[src/logic/tcba_pkg.sv]
// Package for the 16-bit timer counter core and its byte access path
package tcba_pkg;

  // ----------------------------------------------------------------
  // Byte access addresses
  // ----------------------------------------------------------------
  localparam logic [2:0] TCBA_ADDR_CNT_LOW = 3'h0;
  localparam logic [2:0] TCBA_ADDR_CNT_HIGH = 3'h1;
  localparam logic [2:0] TCBA_ADDR_CMPA_LOW = 3'h2;
  localparam logic [2:0] TCBA_ADDR_CMPA_HIGH = 3'h3;
  localparam logic [2:0] TCBA_ADDR_CMPB_LOW = 3'h4;
  localparam logic [2:0] TCBA_ADDR_CMPB_HIGH = 3'h5;
  localparam logic [2:0] TCBA_ADDR_CAP_LOW = 3'h6;
  localparam logic [2:0] TCBA_ADDR_CAP_HIGH = 3'h7;

  // ----------------------------------------------------------------
  // Field layouts and reset values
  // ----------------------------------------------------------------
  localparam int TCBA_CTLA_WGM_LSB = 0;
  localparam int TCBA_CTLB_WGM_LSB = 3;
  localparam int TCBA_CTLB_CS_LSB = 0;
  localparam logic [15:0] TCBA_CNT_RESET = 16'h0000;
  localparam logic [7:0] TCBA_LATCH_RESET = 8'h00;
  localparam logic [7:0] TCBA_CTL_RESET = 8'h00;
  localparam logic [2:0] TCBA_CS_NONE = 3'h0;

  // ----------------------------------------------------------------
  // Fixed ceiling constants and extreme values
  // ----------------------------------------------------------------
  localparam logic [15:0] TCBA_TOP_8BIT = 16'h00ff;
  localparam logic [15:0] TCBA_TOP_9BIT = 16'h01ff;
  localparam logic [15:0] TCBA_TOP_10BIT = 16'h03ff;
  localparam logic [15:0] TCBA_MAX = 16'hffff;
  localparam logic [15:0] TCBA_FLOOR = 16'h0000;

  // Ceiling source chosen by the waveform mode
  typedef enum logic [2:0] {
    TCBA_TOP_MAX,
    TCBA_TOP_FIX8,
    TCBA_TOP_FIX9,
    TCBA_TOP_FIX10,
    TCBA_TOP_CMPA,
    TCBA_TOP_CAP
  } tcba_top_sel_t;

  // Decode of the four-bit waveform mode field
  function automatic tcba_top_sel_t tcba_top_sel(input logic [3:0] wgm);
    case (wgm)
      4'h1, 4'h5: tcba_top_sel = TCBA_TOP_FIX8;
      4'h2, 4'h6: tcba_top_sel = TCBA_TOP_FIX9;
      4'h3, 4'h7: tcba_top_sel = TCBA_TOP_FIX10;
      4'h4, 4'h9, 4'hb, 4'hf: tcba_top_sel = TCBA_TOP_CMPA;
      4'h8, 4'ha, 4'hc, 4'he: tcba_top_sel = TCBA_TOP_CAP;
      default: tcba_top_sel = TCBA_TOP_MAX;
    endcase
  endfunction

  // Modes that turn at the ceiling and count back down
  function automatic logic tcba_dual_slope(input logic [3:0] wgm);
    case (wgm)
      4'h1, 4'h2, 4'h3, 4'h8, 4'h9, 4'ha, 4'hb: tcba_dual_slope = 1'b1;
      default: tcba_dual_slope = 1'b0;
    endcase
  endfunction

endpackage

[src/logic/tcba_counter.sv]
// Bidirectional 16-bit count unit with clear, load and extreme flags
`timescale 1ns/100ps
`default_nettype none
module tcba_counter
  import tcba_pkg::*;
(
  input wire logic clk,
  input wire logic rst,
  input wire logic tick,
  input wire logic count_en,
  input wire logic dir_down,
  input wire logic clear,
  input wire logic load,
  input wire logic [15:0] load_value,
  input wire logic [15:0] top_value,
  output logic [15:0] count,
  output logic at_top,
  output logic at_floor
);
  logic [15:0] count_q;
  logic [15:0] count_d;

  // ----------------------------------------------------------------
  // Next count
  // ----------------------------------------------------------------
  // CPU load beats any tick action so software always sees its value
  always_comb begin
    count_d = count_q;
    if (load) begin
      count_d = load_value;
    end else if (tick) begin
      if (clear) begin
        count_d = TCBA_FLOOR;
      end else if (count_en) begin
        count_d = dir_down ? count_q - 16'h0001 : count_q + 16'h0001;
      end
    end
  end

  always_ff @(posedge clk or posedge rst) begin
    if (rst) begin
      count_q <= TCBA_CNT_RESET;
    end else begin
      count_q <= count_d;
    end
  end

  assign count = count_q;
  assign at_top = (count_q == top_value);
  assign at_floor = (count_q == TCBA_FLOOR);

  // ----------------------------------------------------------------
  // Checks
  // ----------------------------------------------------------------
  a_load_wins: assert property (@(posedge clk) disable iff (rst)
    load |=> count_q == $past(load_value)) else $error("load lost");
  a_idle_hold: assert property (@(posedge clk) disable iff (rst)
    !load && !tick |=> $stable(count_q)) else $error("count moved without tick");
  a_step_one: assert property (@(posedge clk) disable iff (rst)
    !load && tick && !clear && count_en && !dir_down |=> count_q == $past(count_q) + 16'h0001)
    else $error("bad up step");
endmodule
`default_nettype wire

[src/logic/tcba_timer.sv]
// Top of the 16-bit timer core with shared high-byte latch access
//
// Overview of operation
// - Four 16-bit registers, byte accessed
// - One shared 8-bit high-byte latch
// - Low write loads latch and low together
// - Counter and capture low reads copy high byte to latch
// - Counter high location is the latch
// - Compare reads bypass the latch
// - Three-bit field selects timer clock
// - Step by one, clear to zero
// - Ceiling and floor indications
// - Tick clears, increments or decrements
// - Field zero stops the counter
// - Counter accessible with or without ticks
// - CPU write beats clear or count
// - Four-bit waveform field sets sequence
// - Overflow flag set per waveform mode
// - Ceiling fixed, compare A or capture
// - Capture writable only when it's ceiling
`timescale 1ns/100ps
`default_nettype none
module tcba_timer
  import tcba_pkg::*;
(
  input wire logic clk,
  input wire logic rst,
  input wire logic [2:0] addr,
  input wire logic [7:0] wdata,
  input wire logic wr_en,
  input wire logic rd_en,
  output logic [7:0] rdata,
  input wire logic [7:0] timer_control_a,
  input wire logic [7:0] timer_control_b,
  input wire logic [7:1] source_tick,
  input wire logic [15:0] capture_in,
  input wire logic capture_event,
  input wire logic overflow_clear,
  output logic overflow_flag,
  output logic [15:0] timer_count,
  output logic [15:0] compare_value_a,
  output logic [15:0] compare_value_b,
  output logic [15:0] capture_value,
  output logic count_ceiling,
  output logic count_floor,
  output logic timer_tick
);
  logic [7:0] latch_q, latch_d;
  logic [15:0] cmpa_q, cmpa_d, cmpb_q, cmpb_d, cap_q, cap_d;
  logic [7:0] rdata_q, rdata_d;
  logic ovf_q, ovf_d;
  logic down_q, down_d;
  logic [2:0] clock_select_field;
  logic [3:0] waveform_mode_field;
  tcba_top_sel_t top_sel;
  logic [15:0] top_value;
  logic cnt_load, cnt_clear, cnt_down, dual;
  logic [15:0] cnt;
  logic at_top, at_floor;

  // ----------------------------------------------------------------
  // Control field decode
  // ----------------------------------------------------------------
  assign clock_select_field = timer_control_b[TCBA_CTLB_CS_LSB +: 3];
  assign waveform_mode_field = {timer_control_b[TCBA_CTLB_WGM_LSB +: 2],
                                timer_control_a[TCBA_CTLA_WGM_LSB +: 2]};
  assign top_sel = tcba_top_sel(waveform_mode_field);
  assign dual = tcba_dual_slope(waveform_mode_field);

  // Pick one prescaled or external source; select zero gives none
  assign timer_tick = (clock_select_field == TCBA_CS_NONE) ? 1'b0
                    : source_tick[clock_select_field];

  // Ceiling value per mode
  always_comb begin
    case (top_sel)
      TCBA_TOP_FIX8: top_value = TCBA_TOP_8BIT;
      TCBA_TOP_FIX9: top_value = TCBA_TOP_9BIT;
      TCBA_TOP_FIX10: top_value = TCBA_TOP_10BIT;
      TCBA_TOP_CMPA: top_value = cmpa_q;
      TCBA_TOP_CAP: top_value = cap_q;
      default: top_value = TCBA_MAX;
    endcase
  end

  // ----------------------------------------------------------------
  // Sequence control
  // ----------------------------------------------------------------
  // Single-slope modes wrap to zero at the ceiling; dual-slope turn round
  always_comb begin
    down_d = down_q;
    cnt_clear = 1'b0;
    if (!dual) begin
      down_d = 1'b0;
      cnt_clear = at_top;
    end else if (timer_tick) begin
      if (at_top && !down_q) begin
        down_d = 1'b1;
      end else if (at_floor && down_q) begin
        down_d = 1'b0;
      end
    end
  end
  assign cnt_down = dual && (down_q || (at_top && !down_q)) && !(at_floor && down_q);

  // Overflow: single-slope at ceiling wrap, dual-slope at floor; set wins
  always_comb begin
    ovf_d = ovf_q;
    if (overflow_clear) begin
      ovf_d = 1'b0;
    end
    if (timer_tick && !cnt_load && (dual ? (at_floor && down_q) : at_top)) begin
      ovf_d = 1'b1;
    end
  end

  // ----------------------------------------------------------------
  // Byte access path
  // ----------------------------------------------------------------
  assign cnt_load = wr_en && (addr == TCBA_ADDR_CNT_LOW);

  always_comb begin
    latch_d = latch_q;
    cmpa_d = cmpa_q;
    cmpb_d = cmpb_q;
    cap_d = cap_q;
    rdata_d = rdata_q;
    if (wr_en) begin
      case (addr)
        TCBA_ADDR_CNT_HIGH, TCBA_ADDR_CMPA_HIGH, TCBA_ADDR_CMPB_HIGH,
        TCBA_ADDR_CAP_HIGH: latch_d = wdata;
        TCBA_ADDR_CMPA_LOW: cmpa_d = {latch_q, wdata};
        TCBA_ADDR_CMPB_LOW: cmpb_d = {latch_q, wdata};
        TCBA_ADDR_CAP_LOW: begin
          if (top_sel == TCBA_TOP_CAP) begin
            cap_d = {latch_q, wdata};
          end
        end
        default: ;
      endcase
    end else if (rd_en) begin
      case (addr)
        TCBA_ADDR_CNT_LOW: begin
          rdata_d = cnt[7:0];
          latch_d = cnt[15:8];
        end
        TCBA_ADDR_CAP_LOW: begin
          rdata_d = cap_q[7:0];
          latch_d = cap_q[15:8];
        end
        TCBA_ADDR_CMPA_LOW: rdata_d = cmpa_q[7:0];
        TCBA_ADDR_CMPA_HIGH: rdata_d = cmpa_q[15:8];
        TCBA_ADDR_CMPB_LOW: rdata_d = cmpb_q[7:0];
        TCBA_ADDR_CMPB_HIGH: rdata_d = cmpb_q[15:8];
        default: rdata_d = latch_q;
      endcase
    end
    // Capture hardware only loads when capture is not the ceiling
    if (capture_event && top_sel != TCBA_TOP_CAP &&
        !(wr_en && addr == TCBA_ADDR_CAP_LOW)) begin
      cap_d = capture_in;
    end
  end

  always_ff @(posedge clk or posedge rst) begin
    if (rst) begin
      latch_q <= TCBA_LATCH_RESET;
      cmpa_q <= TCBA_CNT_RESET;
      cmpb_q <= TCBA_CNT_RESET;
      cap_q <= TCBA_CNT_RESET;
      rdata_q <= TCBA_LATCH_RESET;
      ovf_q <= 1'b0;
      down_q <= 1'b0;
    end else begin
      latch_q <= latch_d;
      cmpa_q <= cmpa_d;
      cmpb_q <= cmpb_d;
      cap_q <= cap_d;
      rdata_q <= rdata_d;
      ovf_q <= ovf_d;
      down_q <= down_d;
    end
  end

  // ----------------------------------------------------------------
  // Count unit
  // ----------------------------------------------------------------
  tcba_counter u_counter (
    .clk(clk),
    .rst(rst),
    .tick(timer_tick),
    .count_en(1'b1),
    .dir_down(cnt_down),
    .clear(cnt_clear),
    .load(cnt_load),
    .load_value({latch_q, wdata}),
    .top_value(top_value),
    .count(cnt),
    .at_top(at_top),
    .at_floor(at_floor)
  );

  assign rdata = rdata_q;
  assign overflow_flag = ovf_q;
  assign timer_count = cnt;
  assign compare_value_a = cmpa_q;
  assign compare_value_b = cmpb_q;
  assign capture_value = cap_q;
  assign count_ceiling = at_top;
  assign count_floor = at_floor;

  // ----------------------------------------------------------------
  // Checks
  // ----------------------------------------------------------------
  a_low_read_latch: assert property (@(posedge clk) disable iff (rst)
    rd_en && !wr_en && addr == TCBA_ADDR_CNT_LOW |=> latch_q == $past(cnt[15:8]))
    else $error("latch not loaded on low read");
  a_cmp_read_keep: assert property (@(posedge clk) disable iff (rst)
    rd_en && !wr_en && addr[2:1] inside {2'h1, 2'h2} && !capture_event |=> $stable(latch_q))
    else $error("compare read touched latch");
  a_cmpa_write: assert property (@(posedge clk) disable iff (rst)
    wr_en && addr == TCBA_ADDR_CMPA_LOW |=> cmpa_q == {$past(latch_q), $past(wdata)})
    else $error("compare A not loaded");
  a_high_read_latch: assert property (@(posedge clk) disable iff (rst)
    rd_en && !wr_en && addr == TCBA_ADDR_CNT_HIGH |=> rdata_q == $past(latch_q))
    else $error("high read bypassed latch");
  a_stop_hold: assert property (@(posedge clk) disable iff (rst)
    clock_select_field == TCBA_CS_NONE && !wr_en ##1 clock_select_field == TCBA_CS_NONE
    |-> $stable(cnt)) else $error("stopped counter moved");
  a_cap_guard: assert property (@(posedge clk) disable iff (rst)
    wr_en && addr == TCBA_ADDR_CAP_LOW && top_sel != TCBA_TOP_CAP && !capture_event
    |=> $stable(cap_q)) else $error("capture written outside mode");
  a_ovf_set: assert property (@(posedge clk) disable iff (rst)
    timer_tick && !cnt_load && !dual && at_top |=> ovf_q && cnt == TCBA_FLOOR)
    else $error("overflow not raised at wrap");
  a_cnt_write: assert property (@(posedge clk) disable iff (rst)
    cnt_load |=> cnt == {$past(latch_q), $past(wdata)}) else $error("counter write lost");
  c_wrap: cover property (@(posedge clk) disable iff (rst) timer_tick && at_top && !dual);
  c_turn: cover property (@(posedge clk) disable iff (rst) timer_tick && at_top && dual);
  c_write_tick: cover property (@(posedge clk) disable iff (rst) cnt_load && timer_tick);
  c_read_pair: cover property (@(posedge clk) disable iff (rst)
    rd_en && addr == TCBA_ADDR_CNT_LOW ##1 rd_en && addr == TCBA_ADDR_CNT_HIGH);
endmodule
`default_nettype wire

[config.mk]
export PLATFORM = sky130hd
export DESIGN_NAME = tcba_timer
export DESIGN_NICKNAME = d
export VERILOG_FILES = /design/src/logic/tcba_pkg.sv /design/src/logic/tcba_counter.sv /design/src/logic/tcba_timer.sv
export SDC_FILE = /design/constraint.sdc
export NUM_CORES = 1
export LEC_CHECK = 0
export BUFFER_PORTS_ARGS = -buffer_cell sky130_fd_sc_hd__buf_4
export CAP_MARGIN = 20
export CORE_ASPECT_RATIO = 0.8
export CORE_UTILIZATION = 52
export CTS_BUF_LIST = sky130_fd_sc_hd__clkbuf_4 sky130_fd_sc_hd__clkbuf_8
export CTS_CLUSTER_DIAMETER = 80
export CTS_CLUSTER_SIZE = 16
export DETAILED_ROUTE_END_ITERATION = 10
export GPL_ROUTABILITY_DRIVEN = 1
export PLACE_DENSITY_LB_ADDON = 0.3
export SLEW_MARGIN = 20
export SYNTH_ARGS = -nofsm -noshare
export SYNTH_HDL_FRONTEND = slang
export SYNTH_SLANG_ARGS = --single-unit
[constraint.sdc]
create_clock -name clk -period 8.4 [get_ports clk]
set_clock_uncertainty 0.2 [all_clocks]
set_input_delay 0.84 -clock clk [delete_from_list [all_inputs] [get_ports clk]]
set_output_delay 0.84 -clock clk [all_outputs]
set_load 0.01 [all_outputs]
# Yosys cells after proc, flatten, opt, wreduce, memory -nomap -nowiden
# Memories as Yosys holds them, arrays and structs flattened.
# Cells that the tools add are included.
[word_totals]
register_bits = 82
mem_bits_ro = 48
in_bits = 56
output_inout_bits = 76
elab_cells = 96
memories = 1
[op_classes]
addsub = 2
order_cmp = 1
n_eq_ne = 24
muxes = 26
n_bitwise = 1
n_reduce_logical = 33
[mem_list]
columns = ["name", "words", "word_bits", "read_ports", "rd_clocked_by_memory_dff", "wr", "line_no", "text"]
rows = [
  ["(no name shown)", 16, 3, 1, 0, 0, "tcba_pkg.sv:48", "case (wgm)"],
]
[op_table]
columns = ["operator", "count"]
rows = [
  ["16-bit 2-to-1 mux", 8],
  ["16-bit one-hot mux with 5 select lines", 1],
  ["8-bit one-hot mux with 6 select lines", 1],
  ["8-bit 2-to-1 mux", 3],
  ["3-bit == test (second input constant)", 6],
  ["16-bit by 1-bit adder with 16-bit output (second input constant)", 1],
  ["16-bit == test", 1],
  ["4-bit == test (second input constant)", 4],
  ["16-bit zero test", 1],
  ["8-bit one-hot mux with 2 select lines", 1],
  ["16-bit by 1-bit subtractor with 16-bit output (second input constant)", 1],
  ["3-bit by 2-bit == test with 1-bit output (second input constant)", 4],
  ["2-bit nonzero test", 6],
  ["1-bit 2-to-1 mux", 11],
  ["1-bit logical AND", 10],
  ["4-bit by 2-bit == test with 1-bit output (second input constant)", 2],
  ["2-bit AND reduction", 4],
  ["7-bit OR reduction", 1],
  ["3-bit by 1-bit == test with 1-bit output (second input constant)", 2],
  ["3-bit zero test", 2],
  ["3-bit AND reduction", 2],
  ["4-bit by 1-bit == test with 1-bit output (second input constant)", 1],
  ["1-bit zero test", 4],
  ["3-bit by 4-bit less-than comparator with 1-bit output (second input constant)", 1],
  ["9 further kinds", 9],
]

# Depth between registers and ports, before layout
# An unclocked memory read counts as a cell.
[logic_depth]
ltp_word = 12
ltp_mapped = 20
depth_no_buf = 19

# Cells and area by module
# From an unflattened synthesis, not the netlist that was laid out.
[hier_totals]
cells_unflattened = 568
hier_area_um2 = 5434.0
[modules_own_cells]
columns = ["module", "n_inst", "cells_per_inst", "area_per_inst_um2", "seq_area_each_um2"]
rows = [
  ["tcba_timer", 1, 358, 3751.1, 1651.6],
  ["tcba_counter", 1, 210, 1682.9, 400.4],
]

# Worst setup path after synthesis
# Ideal clock, no wire load.
[synth_path]
path_kind = "input -> register"
start = "input timer_control_b[3]"
end = "register u_counter.count_q[15] (netlist: u_counter.count[15])"
setup_ps = 69
t_arrival_ps = 5033
t_required_ps = 8131
path_slack_ps = 3098
cell_stages = 20
path_buffers = 1
cell_sequence = "nor2b_2 buf_6 mux2i_2 o22ai_2 xor2_1 nand2_1 nor4_4 and2_1 nor2_1 nor2_1 ha_1 a21o_1 a211oi_1 o2111ai_1 a221oi_1 o21bai_1 a21oi_1 o21ai_0 a211o_1 nand3_1"
[synth_via]
elab_chain_len = 12
word_cells_on_any_way = 26
cone_classes = "eq/ne: 13; mux: 7; reduce/logical: 5; memory: 1"
[synth_rtl]
columns = ["item", "line_no", "text"]
rows = [
  ["from (decl)", "tcba_timer.sv:34", "input wire logic [7:0] timer_control_b,"],
  ["memory read 16 x 3 bit (*)", "--", ""],
  ["3-bit == test (tied with other cells)", "tcba_timer.sv:76", "case (top_sel)"],
  ["16-bit one-hot mux with 5 select lines (*)", "tcba_timer.sv:76", ""],
  ["16-bit == test (*)", "tcba_counter.sv:49", "assign at_top = (count_q == top_value);"],
  ["net count_ceiling", "tcba_timer.sv:44", "output logic count_ceiling,"],
  ["1-bit logical AND", "tcba_timer.sv:104", "assign cnt_down = dual && (down_q || (at_top && !down_q)) && !(at_floor && down_q);"],
  ["1-bit logical OR", "tcba_timer.sv:104", ""],
  ["1-bit logical AND (2 in a row)", "tcba_timer.sv:104", ""],
  ["16-bit 2-to-1 mux", "tcba_counter.sv:35", "count_d = dir_down ? count_q - 16'h0001 : count_q + 16'h0001;"],
  ["16-bit 2-to-1 mux (*)", "tcba_counter.sv:32", "if (clear) begin"],
  ["16-bit 2-to-1 mux (*)", "tcba_counter.sv:31", "end else if (tick) begin"],
  ["16-bit 2-to-1 mux (*)", "tcba_counter.sv:29", "if (load) begin"],
  ["to (signal assigned)", "tcba_counter.sv:44", "count_q <= count_d;"],
  ["to (decl)", "tcba_counter.sv:20", "logic [15:0] count_q;"],
]
# The timed path passes the listed nets; every way through them passes the cells marked *. The select of a mux whose other input is x is not followed.
# A chain may end at the register's enable or synchronous reset.

# Worst setup path in the final report
[layout_path]
start = "input timer_control_b[3]"
end = "register u_counter.count_q[15] (netlist: u_counter.count[15])"
[layout_via]
elab_chain_len = 12
word_cells_on_any_way = 26
cone_classes = "eq/ne: 13; mux: 7; reduce/logical: 5; memory: 1"
[layout_rtl]
columns = ["item", "line_no"]
rows = [
  ["memory read 16 x 3 bit", "--"],
  ["3-bit == test (tied with other cells)", "tcba_timer.sv:76"],
  ["16-bit one-hot mux with 5 select lines", "tcba_timer.sv:76"],
  ["16-bit == test", "tcba_counter.sv:49"],
  ["1-bit logical AND", "tcba_timer.sv:104"],
  ["1-bit logical OR", "tcba_timer.sv:104"],
  ["1-bit logical AND (2 in a row)", "tcba_timer.sv:104"],
  ["16-bit 2-to-1 mux", "tcba_counter.sv:35"],
  ["16-bit 2-to-1 mux (*)", "tcba_counter.sv:32"],
  ["16-bit 2-to-1 mux (*)", "tcba_counter.sv:31"],
  ["16-bit 2-to-1 mux (*)", "tcba_counter.sv:29"],
]
# Every way passes the cells marked *; elsewhere a longest branch is shown, timed or not. The select of a mux whose other input is x is not followed.

==> impl_results.md <==
- Vias in the first global route: 4,899
- Setup violators final: 0
- Fin. Hold Viols: 0
- Synth-to-layout area growth: 23.7%
- Nets@finish: 742
- Pwr/cell area: 243 nW/um2
- HP Start: rdata[0]$_DFFE_PP0P_
- Total die area: 10,500 um2
- Hold crit path type: reg -> reg
- Largest cells by area after synthesis: dfrtp_1 39%, mux2_2 8.8%, o21ai_0 5.1%, a21oi_1 4.4%, nand2_1 4.2%
- Drt drc: 0
- Max-slew headroom: 28.0%
- Total Routed Length: 17.6 mm
- Gpl congestion: 0.894
- Hold path endpoint: rdata[0]$_DFFE_PP0P_
- Yosys top cell area share: 39.1%
- RSZ-0062 raised after global routing: no
- Cell Rows: 32
- Cts bufs inserted: 9
- WL/cell: 21.6 um
- Ant diodes: 0
- CP endpoint kind: flop
- Antenna violations before repair: 0
- Reg2Reg Depth: 20
- Core footprint: 9730 um2
- Post-DP Area: 6260 um2
- Kind of critical path: in -> reg
- Reg2reg setup slack: 3.46 ns
- Final HPWL DP: 12.7 mm
- Most common cell after layout, fill and taps aside: buf_4
- F_max: 177 MHz
- EDFF count, synth: 0
- Hold buffer count at CTS: 0
- H-tree levels: 3
- Final ANT Viol Nets: 0
- Total gr overflow: 0
- Synth warn: 0
- Status: complete, no violations
- Largest net degree at the start of global routing: 83
- Cell taking the most area after synthesis: dfrtp_1
- Share of cells above drive strength 1: 29.6%
- Slew @ Worst Pin: 1.08 ns
- Hold path depth: 2
- Setup TNS: 0 ns
- Worst vdd ir: 0.145 mV
- Most frequent cells in the layout: 126 x buf_4, 82 x dfrtp_1, 59 x nand2_1
- Starting DRT DRC Count: 442
- Util after Layout: 66.7%
- Top_reg_cell synth: dfrtp_1
- Clk buf depth: 2
- WHS: 0.296 ns
- Slew Limit Fails: 0
- Setup WS post-layout: 2.76 ns
- Fraction of registers with async set or reset after synthesis: 100%
- Vias per Instance: 6.34
- First-pass GRT wire length: 26.9 mm
- Max-cap viol count: 0
- Final worst path period share: 67.1%
- Setup bufs post-CTS: 0
- Leakage power: 3.06 nW
- Final Cell Area: 6490 um2
- Cts repair resizes: 0
- Seq/Total Area, Yosys: 39.1%
- Critical path required time: 8.50 ns
- Arrival @ worst endpoint: 5.74 ns
- Reg-to-Reg Start: compare_value_a[8]$_DFFE_PP0P_
- Drt pass-1 iters: 5
- Via count: 5,151
- GRT Overall Usage: 34.2%
- Netlist cell types: 53
- Synth Area per Inst: 9.30 um2
- Place WS: 2.51 ns
- Synth Cell Area: 5250 um2
- TritonCTS clock tree: built
- Die X: 114 um
- # IOs: 132
- Critical R2R Capture: u_counter.count[15]$_DFFE_PP0P_
- Initial Util: 53.9%
- Clock Latency Late Sink: 0.37 ns
- Clock tree root driver cell: clkbuf_8
- Clk sinks: 82
- Syn_nets: 635
- FF+latch count, synth: 82
- Die height: 91.8 um
- Tmin final: 5.64 ns
- Startpoint types: input port
- Synth Instances: 564
- Reg clk slew, reported paths: 0.09 ns
- Crit path max fanout: 15
- Port Buf Inserts: 122
==> power breakdown <==
| part | total (mW) | switching [mW] | internal (mW) |
|---|---|---|---|
| combinational | 0.593 | 0.282 | 0.310 |
| clock | 0.288 | 0.154 | 0.134 |
| sequential | 0.696 | 0.198 | 0.497 |
==> kinds of logic (layout without fill, tap and decap cells) <==
kind of cell / Yosys count / in the layout / share of synthesized area, %
AO/OA/AOI/OAI: 173 / 173 / 20.7
XOR/XNOR: 26 / 26 / 4.34
adder cells (fa/ha/maj): 15 / 15 / 3.72
buffers and inverters: 41 / 153 / 3.17
flip-flops: 82 / 82 / 39.1
multiplexers: 61 / 61 / 12.9
AND/OR/NAND/NOR: 166 / 166 / 16.0
==> worst max path at each step <==
stage,from,endpoint,slack (ns),cells past startpoint
finish,timer_control_b[3],u_counter.count[15]$_DFFE_PP0P_,2.76,21
global route,timer_control_b[3],u_counter.count[15]$_DFFE_PP0P_,2.53,21
CTS,timer_control_b[3],u_counter.count[15]$_DFFE_PP0P_,2.85,21
detailed placement,timer_control_b[3],u_counter.count[15]$_DFFE_PP0P_,2.51,21
global placement,timer_control_b[3],u_counter.count[15]$_DFFE_PP0P_,2.53,21
floorplan,timer_control_b[3],u_counter.count[15]$_DFFE_PP0P_,3.10,20
==> cell type report <==
class	instances	area [um2]
repair buffers	128	971
multi-input cells	441	3060
fillers	825	3240
inverters	9	35.0
clock inverters	4	33.8
well taps	136	170
flip-flops and latches	82	2050
clock buffers	12	165
==> critical path: stages <==
cell	delay, ns
buf_4	0.12
nor2b_2	0.47
mux2i_2	0.43
o22ai_2	0.14
xor2_1	0.16
nand2_1	0.11
nor4_4	0.40
and2_1	0.26
nor2_1	0.07
nor2_1	0.09
buf_4	0.24
ha_1	0.30
a21o_1	0.23
a211oi_1	0.32
o2111ai_1	0.22
a221oi_1	0.43
o21bai_1	0.13
a21oi_1	0.24
o21ai_0	0.17
a211o_1	0.29
nand3_1	0.07
==> Yosys cell counts, types with 6 or more instances <==
master and n:
a21o_1 7, a22oi_1 20, dfrtp_1 82, and3_1 16, nand2_1 59, a211oi_1 6, a21oi_1 46, nor2b_1 9
mux2i_1 18, o22ai_1 9, nor2_1 34, a221oi_1 12, o21ai_0 53, clkbuf_1 24, mux2_2 41, xor2_1 12
xnor2_1 14, inv_1 9, ha_1 14, nor3b_1 11
==> state kept, by name, summed over array words and instances, names as in the netlist <==
register         cells
compare_value_b     16
compare_value_a     16
capture_value       16
latch_q              8
overflow_flag        1
down_q               1
rdata                8
u_counter.count     16
==> through the flow <==
stage               std cells  total power [mW]
floorplan                 564             0.964
global placement          795              1.26
detailed placement        795              1.28
CTS                       811              1.57
global route              812              1.65
finish                    812              1.58
==> routing by layer <==
layer / share of wire, % / track usage [%] / vias up
met1: 43 / 48.9 / 2500
met3: 9.7 / 7.60 / 36
met2: 45 / 51.3 / 323
met4: 2.1 / 11.0 / 0
li1: - / - / 2292
met5: 0 / 0 / -
(Power assumes the default switching activity.)
